==> config.mk <==
export PLATFORM = sky130hd
export DESIGN_NAME = serial_port
export DESIGN_NICKNAME = d
export VERILOG_FILES = /design/src/logic/serial_port_pkg.sv /design/src/logic/serial_port.sv
export VERILOG_INCLUDE_DIRS = /design/src /design/src/logic
export SDC_FILE = /design/constraint.sdc
export NUM_CORES = 1
export LEC_CHECK = 0
export BUFFER_PORTS_ARGS = -buffer_cell sky130_fd_sc_hd__buf_2
export CAP_MARGIN = 10
export CORE_UTILIZATION = 50
export CTS_BUF_LIST = sky130_fd_sc_hd__clkbuf_8 sky130_fd_sc_hd__clkbuf_16
export DETAILED_ROUTE_END_ITERATION = 8
export GPL_TIMING_DRIVEN = 0
export PLACE_DENSITY_LB_ADDON = 0.05
export SLEW_MARGIN = 20
export SYNTH_ARGS = -nofsm -noshare
export SYNTH_HDL_FRONTEND = slang
export SYNTH_HIERARCHICAL = 1
export SYNTH_SLANG_ARGS = --single-unit
==> constraint.sdc <==
create_clock -name hclk -period 2.7 [get_ports hclk]
set_input_delay 0.405 -clock hclk [delete_from_list [all_inputs] [get_ports hclk]]
set_output_delay 0.405 -clock hclk [all_outputs]
set_load 0.005 [all_outputs]
==> src/logic/serial_port_regs.svh <==
// Register indices, field positions, reset values and timing counts of the serial port
`ifndef SERIAL_PORT_REGS_SVH
`define SERIAL_PORT_REGS_SVH

// Register indices; byte address is four times the index
`define IDX_RX_HOLD 13'h1fb8
`define IDX_FLAG 13'h1fb9
`define IDX_TX_HOLD 13'h1fba
`define IDX_CONTROL 13'h1fbb
`define IDX_BAUD 13'h1fbc

// Reset values
`define RST_FLAG 8'h0b
`define RST_CONTROL 8'h00
`define RST_RX_HOLD 8'h00
`define RST_BAUD 16'h0000

// Flag register bit positions
`define FLG_NINTH_ERR 7
`define FLG_RX_DONE 6
`define FLG_TX_DONE 5
`define FLG_FRAMING 4
`define FLG_TX_EMPTY 3
`define FLG_OVERRUN 2
`define FLG_RSVD_VAL 2'b11

// Oversampling: last tick of each 16-tick async bit and the mid-bit sample tick
`define TICKS_PER_BIT 4'hf
`define SAMPLE_TICK 4'h7
`define SYNC_BITS 4'h8

`endif

==> src/logic/serial_port_pkg.sv <==
// Types shared by the serial port control and status block
package serial_port_pkg;

   // Control register layout
   typedef struct packed {
      logic rsvd;
      logic halve_clock;
      logic odd_polarity_select;
      logic tx_ninth_bit;
      logic rx_enable;
      logic check_enable;
      logic [1:0] link_mode_field;
   } ctrl_t;

   // One queued transmit byte with its ninth bit
   typedef struct packed {
      logic ninth;
      logic [7:0] data;
   } tx_word_t;

   typedef enum logic [1:0] {TX_IDLE, TX_ASYNC, TX_SYNC} tx_state_t;
   typedef enum logic [1:0] {RX_IDLE, RX_ASYNC, RX_SYNC} rx_state_t;

endpackage : serial_port_pkg

==> src/logic/serial_port.sv <==
// Serial port control, status, transmit FIFO and shift engines behind an AHB-Lite slave
// How it works
// - Parity select bit: 0 gives even parity, 1 gives odd parity.
// - Modes 2 and 3 send the ninth-bit control; it clears after each frame.
// - With parity enabled the computed parity replaces the sent ninth bit (data bit 7 in mode 1).
// - Receive enabled in modes 1-3: falling edge on serial input starts reception.
// - Mode 0 transmits only with receive disabled, receives only with it enabled.
// - Clearing receive enable aborts reception and blocks new ones.
// - Parity enable in modes 1 and 3 generates and checks parity.
// - Two-bit mode field: 00 mode 0, 01 mode 1, 10 mode 2, 11 mode 3.
// - Parity enabled: status bit 7 reports a receive parity error.
// - Parity disabled: bit 7 is the received ninth bit; status read clears it.
// - Receive-done bit 6 sets at last data sample, clears on status read.
// - Transmit-done bit 5 sets as stop bit starts (at frame end in mode 0), clears on status read.
// - Framing error bit 4 sets on missing stop bit, clears on status read.
// - Transmit-empty bit 3 set when the queue is empty, even while the shifter still sends; cleared by buffer write.
// - Overrun bit 2 sets when an unread byte is overwritten; status read clears.
// - Control bit 6 enables a divide-by-two prescaler on the serial clock.
// - Buffer write starts transmission in modes 1-3; mode 0 only receiver off.
`timescale 1ns/1ps
`include "serial_port_regs.svh"
`default_nettype none

module tx_fifo #(
   parameter int WIDTH = 9,
   parameter int DEPTH = 16
) (
   input wire logic clk,
   input wire logic rst_n,
   input wire logic in_valid,
   output logic in_ready,
   input wire logic [WIDTH-1:0] in_data,
   output logic out_valid,
   input wire logic out_ready,
   output logic [WIDTH-1:0] out_data
);
   localparam int AW = $clog2(DEPTH);

   logic [WIDTH-1:0] mem [DEPTH];
   logic [AW:0] wr_ptr_r;
   logic [AW:0] rd_ptr_r;
   logic full;
   logic empty;

   // Extra pointer bit tells full from empty
   assign full = (wr_ptr_r[AW] != rd_ptr_r[AW]) && (wr_ptr_r[AW-1:0] == rd_ptr_r[AW-1:0]);
   assign empty = (wr_ptr_r == rd_ptr_r);
   assign in_ready = !full;
   assign out_valid = !empty;
   assign out_data = mem[rd_ptr_r[AW-1:0]];

   // Storage has no reset; only pointers define contents
   always_ff @(posedge clk) begin
      if (in_valid && !full) begin
         mem[wr_ptr_r[AW-1:0]] <= in_data;
      end
   end

   // Pointer update
   always_ff @(posedge clk or negedge rst_n) begin
      if (!rst_n) begin
         wr_ptr_r <= '0;
         rd_ptr_r <= '0;
      end else begin
         if (in_valid && !full) begin
            wr_ptr_r <= wr_ptr_r + 1'b1;
         end
         if (out_ready && !empty) begin
            rd_ptr_r <= rd_ptr_r + 1'b1;
         end
      end
   end
endmodule : tx_fifo

module serial_port
   import serial_port_pkg::*;
#(
   parameter int FIFO_DEPTH = 16
) (
   input wire logic hclk,
   input wire logic hresetn,
   input wire logic hsel,
   input wire logic [31:0] haddr,
   input wire logic [1:0] htrans,
   input wire logic hwrite,
   input wire logic [2:0] hsize,
   input wire logic [31:0] hwdata,
   input wire logic hready,
   output logic hreadyout,
   output logic hresp,
   output logic [31:0] hrdata,
   output logic txd,
   input wire logic rxd_in,
   output logic rxd_out,
   output logic rxd_oe
);

   ctrl_t ctrl_r;
   logic [7:0] flag_r;
   logic [7:0] rx_hold_r;
   logic [15:0] baud_r;
   logic rx_unread_r;
   logic ren_q_r;

   logic dp_wr_r;
   logic [12:0] dp_idx_r;
   logic [31:0] hrdata_r;
   logic ap_take;
   logic ap_rd_flag;
   logic ap_rd_rxhold;
   logic wr_act;

   logic [14:0] bcnt_r;
   logic bph_r;
   logic base_tick;
   logic tick;

   logic rxd_s1_r;
   logic rxd_s2_r;
   logic rxd_s3_r;
   logic rx_fall;

   logic fifo_in_valid;
   logic fifo_in_ready;
   logic fifo_out_valid;
   logic fifo_out_ready;
   tx_word_t fifo_in_data;
   tx_word_t fifo_out_data;

   tx_state_t tx_st_r;
   logic [10:0] tx_sh_r;
   logic [3:0] tx_left_r;
   logic [3:0] tx_sub_r;
   logic tx_ph_r;
   logic tx_stop_ev;
   logic tx_done_ev;
   logic par_en;
   logic [10:0] frame;

   rx_state_t rx_st_r;
   logic [8:0] rx_sh_r;
   logic [8:0] rx_word;
   logic [3:0] rx_idx_r;
   logic [3:0] rx_sub_r;
   logic [3:0] rx_left_r;
   logic rx_ph_r;
   logic [3:0] rx_nd;
   logic rx_async_smp;
   logic rx_last_ev;
   logic rx_err_ev;
   logic fe_ev;
   logic [7:0] rx_data;
   logic rx_bit7;
   logic txd_r;

   // Parity bit that makes the total count even, or odd when odd_sel is set
   function automatic logic par_bit(input logic [7:0] d, input logic odd_sel);
      par_bit = (^d) ^ odd_sel;
   endfunction : par_bit

   // Selected mode decode
   function automatic logic is_mode(input logic [1:0] fld, input logic [1:0] m);
      is_mode = (fld == m);
   endfunction : is_mode

   // AHB address phase: reads are answered from a flop in the following data phase
   assign ap_take = hsel && htrans[1] && hready;
   assign ap_rd_flag = ap_take && !hwrite && (haddr[14:2] == `IDX_FLAG);
   assign ap_rd_rxhold = ap_take && !hwrite && (haddr[14:2] == `IDX_RX_HOLD);
   // A transmit write stalls the bus while the FIFO is full
   assign fifo_in_valid = dp_wr_r && (dp_idx_r == `IDX_TX_HOLD);
   assign hreadyout = !(fifo_in_valid && !fifo_in_ready);
   assign wr_act = dp_wr_r && hreadyout;
   assign hresp = 1'b0;
   assign hrdata = hrdata_r;

   always_ff @(posedge hclk or negedge hresetn) begin
      if (!hresetn) begin
         dp_wr_r <= 1'b0;
         dp_idx_r <= '0;
         hrdata_r <= '0;
      end else if (hready) begin
         dp_wr_r <= ap_take && hwrite;
         dp_idx_r <= haddr[14:2];
         if (ap_take && !hwrite) begin
            case (haddr[14:2])
               `IDX_RX_HOLD: hrdata_r <= {24'h000000, rx_hold_r};
               `IDX_FLAG: hrdata_r <= {24'h000000, flag_r[7:2], `FLG_RSVD_VAL};
               `IDX_TX_HOLD: hrdata_r <= {24'h000000, fifo_out_data.data};
               `IDX_CONTROL: hrdata_r <= {24'h000000, ctrl_r};
               `IDX_BAUD: hrdata_r <= {16'h0000, baud_r};
               default: hrdata_r <= '0;
            endcase
         end
      end
   end

   // Control register; a software write beats the ninth-bit clear
   always_ff @(posedge hclk or negedge hresetn) begin
      if (!hresetn) begin
         ctrl_r <= `RST_CONTROL;
         ren_q_r <= 1'b0;
      end else begin
         ren_q_r <= ctrl_r.rx_enable;
         if (wr_act && dp_idx_r == `IDX_CONTROL) begin
            ctrl_r <= hwdata[7:0];
         end else if (tx_done_ev && !is_mode(ctrl_r.link_mode_field, 2'b00)) begin
            ctrl_r.tx_ninth_bit <= 1'b0;
         end
      end
   end

   // Baud register; clock source bit stored but unused
   always_ff @(posedge hclk or negedge hresetn) begin
      if (!hresetn) begin
         baud_r <= `RST_BAUD;
      end else if (wr_act && dp_idx_r == `IDX_BAUD) begin
         baud_r <= hwdata[15:0];
      end
   end

   // Baud divider: one tick every value+1 clocks, every second one when halved
   assign base_tick = (bcnt_r == 15'h0000);
   assign tick = base_tick && (!ctrl_r.halve_clock || bph_r);

   always_ff @(posedge hclk or negedge hresetn) begin
      if (!hresetn) begin
         bcnt_r <= '0;
         bph_r <= 1'b0;
      end else if (base_tick) begin
         bcnt_r <= baud_r[14:0];
         bph_r <= !bph_r;
      end else begin
         bcnt_r <= bcnt_r - 1'b1;
      end
   end

   // Serial input synchroniser; the third stage only serves edge detection
   always_ff @(posedge hclk or negedge hresetn) begin
      if (!hresetn) begin
         rxd_s1_r <= 1'b1;
         rxd_s2_r <= 1'b1;
         rxd_s3_r <= 1'b1;
      end else begin
         rxd_s1_r <= rxd_in;
         rxd_s2_r <= rxd_s1_r;
         rxd_s3_r <= rxd_s2_r;
      end
   end
   assign rx_fall = rxd_s3_r && !rxd_s2_r;

   // Transmit queue; the ninth-bit control is captured with each byte
   assign fifo_in_data = '{ninth: ctrl_r.tx_ninth_bit, data: hwdata[7:0]};
   assign fifo_out_ready = (tx_st_r == TX_IDLE)
      && (!is_mode(ctrl_r.link_mode_field, 2'b00) || (!ctrl_r.rx_enable && rx_st_r == RX_IDLE));

   tx_fifo #(.WIDTH(9), .DEPTH(FIFO_DEPTH)) u_tx_fifo (
      .clk(hclk),
      .rst_n(hresetn),
      .in_valid(fifo_in_valid),
      .in_ready(fifo_in_ready),
      .in_data(fifo_in_data),
      .out_valid(fifo_out_valid),
      .out_ready(fifo_out_ready),
      .out_data(fifo_out_data)
   );

   // Parity only in modes 1 and 3; mode 2 ignores the enable
   assign par_en = ctrl_r.check_enable && ctrl_r.link_mode_field[0];

   // Frame image, LSB first; start bit at bit 0 in modes 1-3 (mode 0 has none), an idle one above the stop bit in mode 1 only
   always_comb begin
      frame = 11'h7ff;
      case (ctrl_r.link_mode_field)
         2'b00: frame = {3'b111, fifo_out_data.data};
         2'b01: frame = {2'b11, (par_en ? par_bit({1'b0, fifo_out_data.data[6:0]},
            ctrl_r.odd_polarity_select) : fifo_out_data.data[7]),
            fifo_out_data.data[6:0], 1'b0};
         default: frame = {1'b1, (par_en ? par_bit(fifo_out_data.data, ctrl_r.odd_polarity_select)
            : fifo_out_data.ninth), fifo_out_data.data, 1'b0};
      endcase
   end

   // Transmit events
   assign tx_stop_ev = (tx_st_r == TX_ASYNC) && tick && (tx_sub_r == `TICKS_PER_BIT)
      && (tx_left_r == 4'h2);
   assign tx_done_ev = tick && (tx_left_r == 4'h1)
      && (((tx_st_r == TX_ASYNC) && (tx_sub_r == `TICKS_PER_BIT)) || ((tx_st_r == TX_SYNC) && tx_ph_r));

   // Transmit engine: async frames at 16 ticks a bit, mode 0 at 2 ticks a bit
   always_ff @(posedge hclk or negedge hresetn) begin
      if (!hresetn) begin
         tx_st_r <= TX_IDLE;
         tx_sh_r <= 11'h7ff;
         tx_left_r <= '0;
         tx_sub_r <= '0;
         tx_ph_r <= 1'b0;
      end else begin
         case (tx_st_r)
            TX_IDLE: begin
               tx_sub_r <= '0;
               tx_ph_r <= 1'b0;
               if (fifo_out_valid && fifo_out_ready) begin
                  tx_sh_r <= frame;
                  if (is_mode(ctrl_r.link_mode_field, 2'b00)) begin
                     tx_st_r <= TX_SYNC;
                     tx_left_r <= `SYNC_BITS;
                  end else begin
                     tx_st_r <= TX_ASYNC;
                     tx_left_r <= ctrl_r.link_mode_field[1] ? 4'hb : 4'ha;
                  end
               end
            end
            TX_ASYNC: begin
               if (tick) begin
                  tx_sub_r <= tx_sub_r + 1'b1;
                  if (tx_sub_r == `TICKS_PER_BIT) begin
                     tx_sh_r <= {1'b1, tx_sh_r[10:1]};
                     tx_left_r <= tx_left_r - 1'b1;
                     if (tx_left_r == 4'h1) begin
                        tx_st_r <= TX_IDLE;
                     end
                  end
               end
            end
            TX_SYNC: begin
               if (tick) begin
                  tx_ph_r <= !tx_ph_r;
                  if (tx_ph_r) begin
                     tx_sh_r <= {1'b1, tx_sh_r[10:1]};
                     tx_left_r <= tx_left_r - 1'b1;
                     if (tx_left_r == 4'h1) begin
                        tx_st_r <= TX_IDLE;
                     end
                  end
               end
            end
            default: tx_st_r <= TX_IDLE;
         endcase
      end
   end

   // Receive word: data bits land in the top of the shifter
   assign rx_nd = ctrl_r.link_mode_field[1] ? 4'h9 : 4'h8;
   assign rx_word = {rxd_s2_r, rx_sh_r[8:1]};
   assign rx_async_smp = (rx_st_r == RX_ASYNC) && ctrl_r.rx_enable && tick
      && (rx_sub_r == `SAMPLE_TICK);
   assign rx_last_ev = (rx_async_smp && (rx_idx_r == rx_nd))
      || ((rx_st_r == RX_SYNC) && ctrl_r.rx_enable && tick && !rx_ph_r && (rx_left_r == 4'h1));
   assign fe_ev = rx_async_smp && (rx_idx_r == rx_nd + 4'h1) && !rxd_s2_r;

   // Received data and ninth bit or check error per mode
   always_comb begin
      rx_data = rx_word[8:1];
      rx_bit7 = 1'b0;
      rx_err_ev = 1'b0;
      if (rx_st_r == RX_ASYNC && ctrl_r.link_mode_field[1]) begin
         rx_data = rx_word[7:0];
         rx_bit7 = rx_word[8];
         rx_err_ev = par_bit(rx_word[7:0], ctrl_r.odd_polarity_select) != rx_word[8];
      end else if (rx_st_r == RX_ASYNC) begin
         rx_err_ev = par_bit({1'b0, rx_word[7:1]}, ctrl_r.odd_polarity_select) != rx_word[8];
      end
      if (par_en) begin
         rx_bit7 = rx_err_ev;
      end
   end

   // Receive engine; dropping the enable abandons any frame at once
   always_ff @(posedge hclk or negedge hresetn) begin
      if (!hresetn) begin
         rx_st_r <= RX_IDLE;
         rx_sh_r <= '0;
         rx_idx_r <= '0;
         rx_sub_r <= '0;
         rx_left_r <= '0;
         rx_ph_r <= 1'b0;
      end else if (!ctrl_r.rx_enable) begin
         rx_st_r <= RX_IDLE;
      end else begin
         case (rx_st_r)
            RX_IDLE: begin
               rx_sub_r <= '0;
               rx_idx_r <= '0;
               rx_ph_r <= 1'b0;
               if (!is_mode(ctrl_r.link_mode_field, 2'b00) && rx_fall) begin
                  rx_st_r <= RX_ASYNC;
               end else if (is_mode(ctrl_r.link_mode_field, 2'b00) && !ren_q_r
                  && tx_st_r == TX_IDLE) begin
                  rx_st_r <= RX_SYNC;
                  rx_left_r <= `SYNC_BITS;
               end
            end
            RX_ASYNC: begin
               if (tick) begin
                  rx_sub_r <= rx_sub_r + 1'b1;
               end
               if (rx_async_smp) begin
                  rx_idx_r <= rx_idx_r + 1'b1;
                  if (rx_idx_r == 4'h0 && rxd_s2_r) begin
                     rx_st_r <= RX_IDLE; // Start bit gone by mid-bit: a glitch
                  end else if (rx_idx_r == rx_nd + 4'h1) begin
                     rx_st_r <= RX_IDLE;
                  end else if (rx_idx_r != 4'h0) begin
                     rx_sh_r <= rx_word;
                  end
               end
            end
            RX_SYNC: begin
               if (tick) begin
                  rx_ph_r <= !rx_ph_r;
                  if (!rx_ph_r) begin
                     rx_sh_r <= rx_word;
                     rx_left_r <= rx_left_r - 1'b1;
                  end else if (rx_left_r == 4'h0) begin
                     rx_st_r <= RX_IDLE;
                  end
               end
            end
            default: rx_st_r <= RX_IDLE;
         endcase
      end
   end

   // Holding buffer always takes the newest byte, never a mix
   always_ff @(posedge hclk or negedge hresetn) begin
      if (!hresetn) begin
         rx_hold_r <= `RST_RX_HOLD;
         rx_unread_r <= 1'b0;
      end else if (rx_last_ev) begin
         rx_hold_r <= rx_data;
         rx_unread_r <= 1'b1;
      end else if (ap_rd_rxhold) begin
         rx_unread_r <= 1'b0;
      end
   end

   // Status flags; hardware set wins over a same-cycle status read
   always_ff @(posedge hclk or negedge hresetn) begin
      if (!hresetn) begin
         flag_r <= `RST_FLAG;
      end else begin
         if (ap_rd_flag) begin
            flag_r[`FLG_NINTH_ERR] <= 1'b0;
            flag_r[`FLG_RX_DONE] <= 1'b0;
            flag_r[`FLG_TX_DONE] <= 1'b0;
            flag_r[`FLG_FRAMING] <= 1'b0;
            flag_r[`FLG_OVERRUN] <= 1'b0;
         end
         if (rx_last_ev) begin
            flag_r[`FLG_RX_DONE] <= 1'b1;
            flag_r[`FLG_NINTH_ERR] <= rx_bit7 || (flag_r[`FLG_NINTH_ERR] && !ap_rd_flag);
         end
         if (rx_last_ev && rx_unread_r && !ap_rd_rxhold) begin
            flag_r[`FLG_OVERRUN] <= 1'b1;
         end
         if (tx_stop_ev || (tx_done_ev && tx_st_r == TX_SYNC)) begin
            flag_r[`FLG_TX_DONE] <= 1'b1;
         end
         if (fe_ev) begin
            flag_r[`FLG_FRAMING] <= 1'b1;
         end
         // Empty follows the queue; a buffer write makes it non-empty next cycle
         flag_r[`FLG_TX_EMPTY] <= !fifo_out_valid && !(wr_act && fifo_in_valid);
         flag_r[1:0] <= `FLG_RSVD_VAL;
      end
   end

   // Pin drive: mode 0 puts the shift clock on txd and data on the serial data pin
   always_ff @(posedge hclk or negedge hresetn) begin
      if (!hresetn) begin
         txd_r <= 1'b1;
      end else if (tx_st_r == TX_SYNC) begin
         txd_r <= tx_ph_r;
      end else if (rx_st_r == RX_SYNC) begin
         txd_r <= rx_ph_r;
      end else begin
         txd_r <= (tx_st_r == TX_ASYNC) ? tx_sh_r[0] : 1'b1;
      end
   end

   assign txd = txd_r;
   assign rxd_out = tx_sh_r[0];
   assign rxd_oe = (tx_st_r == TX_SYNC);

endmodule : serial_port
`default_nettype wire

---- Word-level counts from Yosys, hierarchy flattened ----
Memory sizes are Yosys's and may differ from the RTL's.
Index checks and enable logic that the tools add are counted.
operators by class
  equal/unequal tests ..................... 45
  muxes and demuxes ....................... 80
  bitwise logic cells ..................... 4
  add/sub/neg operators ................... 9
  reduce and logical (&&, ||, !) cells .... 103
operator list
  operator                                                               number
  13-bit equality test (second input constant)                           8
  16-bit one-hot mux with 5 select lines                                 1
  11-bit two-way mux                                                     5
  9-bit two-way mux                                                      6
  4-bit two-way mux                                                      13
  1-bit logical AND                                                      48
  2-bit two-way mux                                                      18
  11-bit one-hot mux with 3 select lines                                 1
  4-bit one-hot mux with 2 select lines                                  4
  8-bit XOR reduction                                                    4
  1-bit two-way mux                                                      23
  2-bit nonzero test                                                     11
  2-bit inequality test (second input constant)                          10
  10-bit one-hot mux with 2 select lines                                 1
  9-bit one-hot mux with 2 select lines                                  1
  6-bit AND reduction                                                    3
  4-bit by 1-bit adder with 4-bit output (second input constant)         4
  1-bit zero test                                                        15
  15-bit zero test                                                       1
  15-bit two-way mux                                                     1
  15-bit by 1-bit subtractor with 15-bit output (second input constant)  1
  4-bit equality test                                                    3
  2-bit one-hot mux with 3 select lines                                  2
  4-bit one-hot mux with 3 select lines                                  1
  26 further kinds                                                       56
word-level totals
  bits in writable memories ............... 144
  register bits after elaboration ......... 162
  input port bits ......................... 75
  logic and storage cells ................. 280
  memories kept ........................... 1
memories
  memory         words  width  rd ports  clocked after memory_dff  wr ports  line               source
  u_tx_fifo.mem  16     9      1         0                         1         serial_port.sv:39  logic [WIDTH-1:0] mem [DEPTH];

---- Longest topological paths before layout ----
  depth after elaboration ................. 10
  depth in mapped cells ................... 11
  mapped depth without buffers ............ 9

---- Cells and area by module ----
Netlist, hierarchy kept.
by module, submodules not included
  module       area each (sq um)  cells an instance  times used
  serial_port  6993.0             709                1
  tx_fifo      6208.5             304                1

---- Worst setup path before layout ----
Ideal clock, no wire load.
  path kind ............................... flip-flop to flip-flop
  from .................................... register dp_idx_r[6]
  to ...................................... memory u_tx_fifo.mem[12][0] (enable)
  path buffers ............................ 0
  setup slack ............................. -0.086 ns
  data arrival time ....................... 2.400 ns
  required time ........................... 2.313 ns
  period minus slack after synthesis ...... 2.786 ns
  cell stages (with the launch flop) ...... 7
  library setup time ...................... 0.387 ns
  cell sequence ........................... dfrtp_1 nand4b_1 nor4_1 nand2b_1 nor3b_1 nand2_1 nor3_1
on the way
  word-level cells in the longest chain between the ends .. 5
ends and longest elaborated chain
  what                                     line                source
  start, declared                          serial_port.sv:106  logic [12:0] dp_idx_r;
  start signal, assigned                   serial_port.sv:184  dp_idx_r <= haddr[14:2];
  13-bit equality test (no source line)    n/a
  1-bit logical AND                        serial_port.sv:171  assign fifo_in_valid = dp_wr_r && (dp_idx_r == `IDX_TX_HOLD);
  net fifo_in_valid                        serial_port.sv:123  logic fifo_in_valid;
  1-bit logical AND                        serial_port.sv:54   if (in_valid && !full) begin
  1-bit two-way mux                        serial_port.sv:54
  1-bit two-way mux (implied by the code)  serial_port.sv:55   mem[wr_ptr_r[AW-1:0]] <= in_data;
  end, declared                            serial_port.sv:39
The timed path passes the listed nets, and every way through them passes these cells.

==> impl_metrics.py <==
metrics = {
    "critical_path": {
        "cp.required_ns": 3.18,
        "worst_ep_arrival_time_ns": 3.20,
        "start_kind": "register",
        "crit_type": "register to register",
        "crit_fanout": 8,
        "reg2reg_from": "u_tx_fifo/rd_ptr_r[0]",
        "cp-end-kind": "register",
        "reg2reg_slack_ns": -0.02,
        "r2r_cells": 11,
        "r2r-end": "tx_sh_r[8]",
    },
    "pwr": {
        "combPwrFrac": 0.312,
        "finalPower_mw": 14.0,
        "clkPwrFrac": 0.313,
        "switching_share": 0.314,
        "power_density_nw_per_um2": 894,
        "peakVddDrop_uv": 640,
        "p_leak_nw": 6.28,
        "p_seq_frac": 0.375,
        "p_int_mw": 9.60,
        "p_switching_mw": 4.40,
    },
    "floorplan": {
        "rows": 59,
        "pin_count": 112,
        "die_w_um": 164,
        "die_area_um2": 27100,
        "initial_utilization": 0.508,
        "die_height_um": 164,
        "core-area_um2": 26000,
    },
    "synth": {
        "ys_types": 78,
        "syn_area_um2": 13200,
        "yosysSeqAreaShare": 0.602,
        "ys_ff_latch": 288,
        "postSynthCellCount": 1013,
        "syn-mean-instance-area_um2": 13.0,
        "synth_area_leaders": "edfxtp_1 (33%), dfrtp_1 (24%), mux4_2 (4.1%)",
        "synth_edf_count": 144,
        "synth_top_area_share": 0.328,
        "ys_async_sr_fraction": 0.500,
        "ys_warn_count": 6,
        "yosysTopAreaCell": "edfxtp_1",
        "synth-main-ff-cell": "edfxtp_1",
    },
    "global_routing": {
        "grt_use_met2": 0.404,
        "grt_remaining_overflow": 0,
        "grt_pass1_wl_mm": 47.8,
        "grt_util_all_layers": 0.237,
        "grt_use_met3": 0.0266,
        "busiest_layer": "met2",
        "met1_usage": 0.322,
        "grt_max_degree": 91,
        "antenna_found_initial": 0,
        "grt_pass1_vias": 8380,
    },
    "clock_tree": {
        "clock_latency_ns": 0.58,
        "cts_buffer_depth": 3,
        "cts.sinks": 288,
        "cts_max_level": 1,
        "cts_buffers": 31,
        "cts.clk_slew.worst_paths_ns": 0.06,
        "cts_root_buf": "clkbuf_16",
        "cts_tree": "built",
    },
    "detailed_routing": {
        "wl_per_cell_um": 20.7,
        "first_pass_iters": 4,
        "vias": 8472,
        "drt_iter0_drc": 613,
        "postRouteAntennaNets": 0,
        "viasPerCell": 5.64,
        "wl_mm": 31.1,
        "drc": 0,
    },
    "hold_path": {
        "hold_path_startpoint": "haddr[13]",
        "holdPathStages": 3,
        "worstHoldEndpoint": "dp_idx_r[11]",
        "hp-class": "input pin to register",
    },
    "cells_and_area": {
        "drive_gt1_frac": 0.273,
        "areaGrowthSynthToFinish_pct": 18.7,
        "nets": 1236,
        "final_common_cell": "edfxtp_1",
        "final_cell_mix": "edfxtp_1 (144), dfrtp_1 (128), nand2_1 (112)",
    },
    "timing": {
        "skew_ns": 0.0207,
        "final_hold_viol_count": 0,
        "finalCriticalPeriod_ns": 2.72,
        "rsz0062_at_grt": "yes",
        "fmax_mhz": 367,
        "fin_crit_sh": 1.01,
        "tightestPinTransition_ns": 0.824,
        "finalSetupTns_ns": -0.0227,
        "setup_viol": 1,
        "slew_violations": 0,
        "final.setup.worst_slack_ns": -0.0227,
        "slew_headroom": 0.447,
    },
    "place": {
        "pre_cts_slack_ns": -0.900,
        "dp_hpwl_mm": 21.0,
        "gp_congestion": 0.836,
        "port-buffer-count": 51,
    },
    "outcome": {
        "violations": "setup timing",
        "status": "finished, violations left",
    },
    "flow_run": {
        "maxCapViolCount": 0,
    },
}
-- metrics by stage --
step           instance area [um^2]  instances  hold WS (ns)   util
6_report                      15700       1503        0.0567  0.603
4_1_cts                       15500       1499        0.0407  0.598
5_1_grt                       15700       1502        0.0477  0.603
3_5_place_dp                  14000       1417         0.349  0.539
3_3_place_gp                  14000       1415         0.346  0.537
2_1_floorplan                 13300       1029         0.109      -
-- sequential cells by signal, summed over array words and instances, names as in the netlist, 5 cells and up --
signal,cells
bcnt_r,15
u_tx_fifo/rd_ptr_r,5
hrdata,16
ctrl_r,8
u_tx_fifo/mem,144
baud_r,16
flag_r,6
rx_sh_r,8
dp_idx_r,13
rx_hold_r,8
tx_sh_r,10
u_tx_fifo/wr_ptr_r,5
-- repair_timing --
item / in CTS / in global routing
pin swaps: 25 / 11
setup buffers: 22 / 3
endpoints found under the setup margin: 195 / 135
resized for setup: 68 / 29
hold buffers: 2 / 0
hold endpoints to repair: 87 / 0
-- worst max path at each step --
stage	start	endpoint
detailed placement	dp_idx_r[6]	u_tx_fifo/mem[15][1]
global route	u_tx_fifo/rd_ptr_r[0]	tx_sh_r[8]
floorplan	u_tx_fifo/rd_ptr_r[0]	tx_sh_r[8]
global placement	dp_idx_r[6]	u_tx_fifo/mem[13][1]
CTS	u_tx_fifo/rd_ptr_r[0]	tx_sh_r[8]
finish	u_tx_fifo/rd_ptr_r[0]	tx_sh_r[8]
-- worst max-delay path, cell delays in order (launching register included) --
cell and delay [ns]:
dfrtp_2 0.41, buf_12 0.15, buf_4 0.14, mux4_1 0.56, a22oi_2 0.24, nand2_2 0.12
xnor2_2 0.16, xnor2_1 0.13, xnor2_1 0.24, buf_4 0.16, a2111oi_4 0.05, o31ai_1 0.25
-- power groups by stage --
stage	clock [mW]	sequential, mW	combinational [mW]
6_report	4.39	5.25	4.37
5_1_grt	4.62	5.29	4.72
3_3_place_gp	0	5.31	3.50
4_1_cts	4.46	5.24	4.27
3_5_place_dp	0	5.32	3.55
2_1_floorplan	0	5.25	2.59
-- layer usage --
layer	vias to the layer above	share of wire
met4	0	0.022
met3	50	0.035
li1	3969	-
met1	4290	0.45
met5	-	0
met2	163	0.50
-- synthesized netlist by cell type, types with 4 or more instances --
master	instances
a21oi_1	27
a22o_1	7
a22oi_1	22
and3_1	5
buf_2	7
buf_4	18
clkbuf_1	32
dfrtp_1	129
dfstp_2	15
edfxtp_1	144
ha_1	19
inv_1	26
mux2_2	45
mux2i_1	20
mux4_1	15
mux4_2	24
nand2_1	121
nand2b_1	11
nand3_1	15
nand4_1	10
nor2_1	57
nor2b_1	14
nor3_1	15
nor3b_1	6
nor4_1	4
o21ai_0	86
o21ai_1	5
o31ai_1	8
xnor2_1	32
xor2_1	8
-- logic make-up (layout without fill, tap and decap cells) --
family	Yosys count	count (layout)	share of synthesized area
multiplexers	106	106	0.126
XOR/XNOR	43	43	0.0307
adder cells (fa/ha/maj)	19	19	0.0180
flip-flops	288	288	0.602
other	1	18	0.000284
AO/OA/AOI/OAI	181	181	0.0838
AND/OR/NAND/NOR	285	285	0.105
buffers and inverters	90	228	0.0341
-- layout make-up --
type	instances	area, um^2
timing repair buffer	80	558
buffer	64	390
clock buffer	32	790
tap	335	419
fill	2081	10300
inverter	26	97.6
sequential	288	7950
clock inverter	26	272
multi-input combinational	651	5190
antenna	1	2.50
Power figures use the tool's default switching activity.
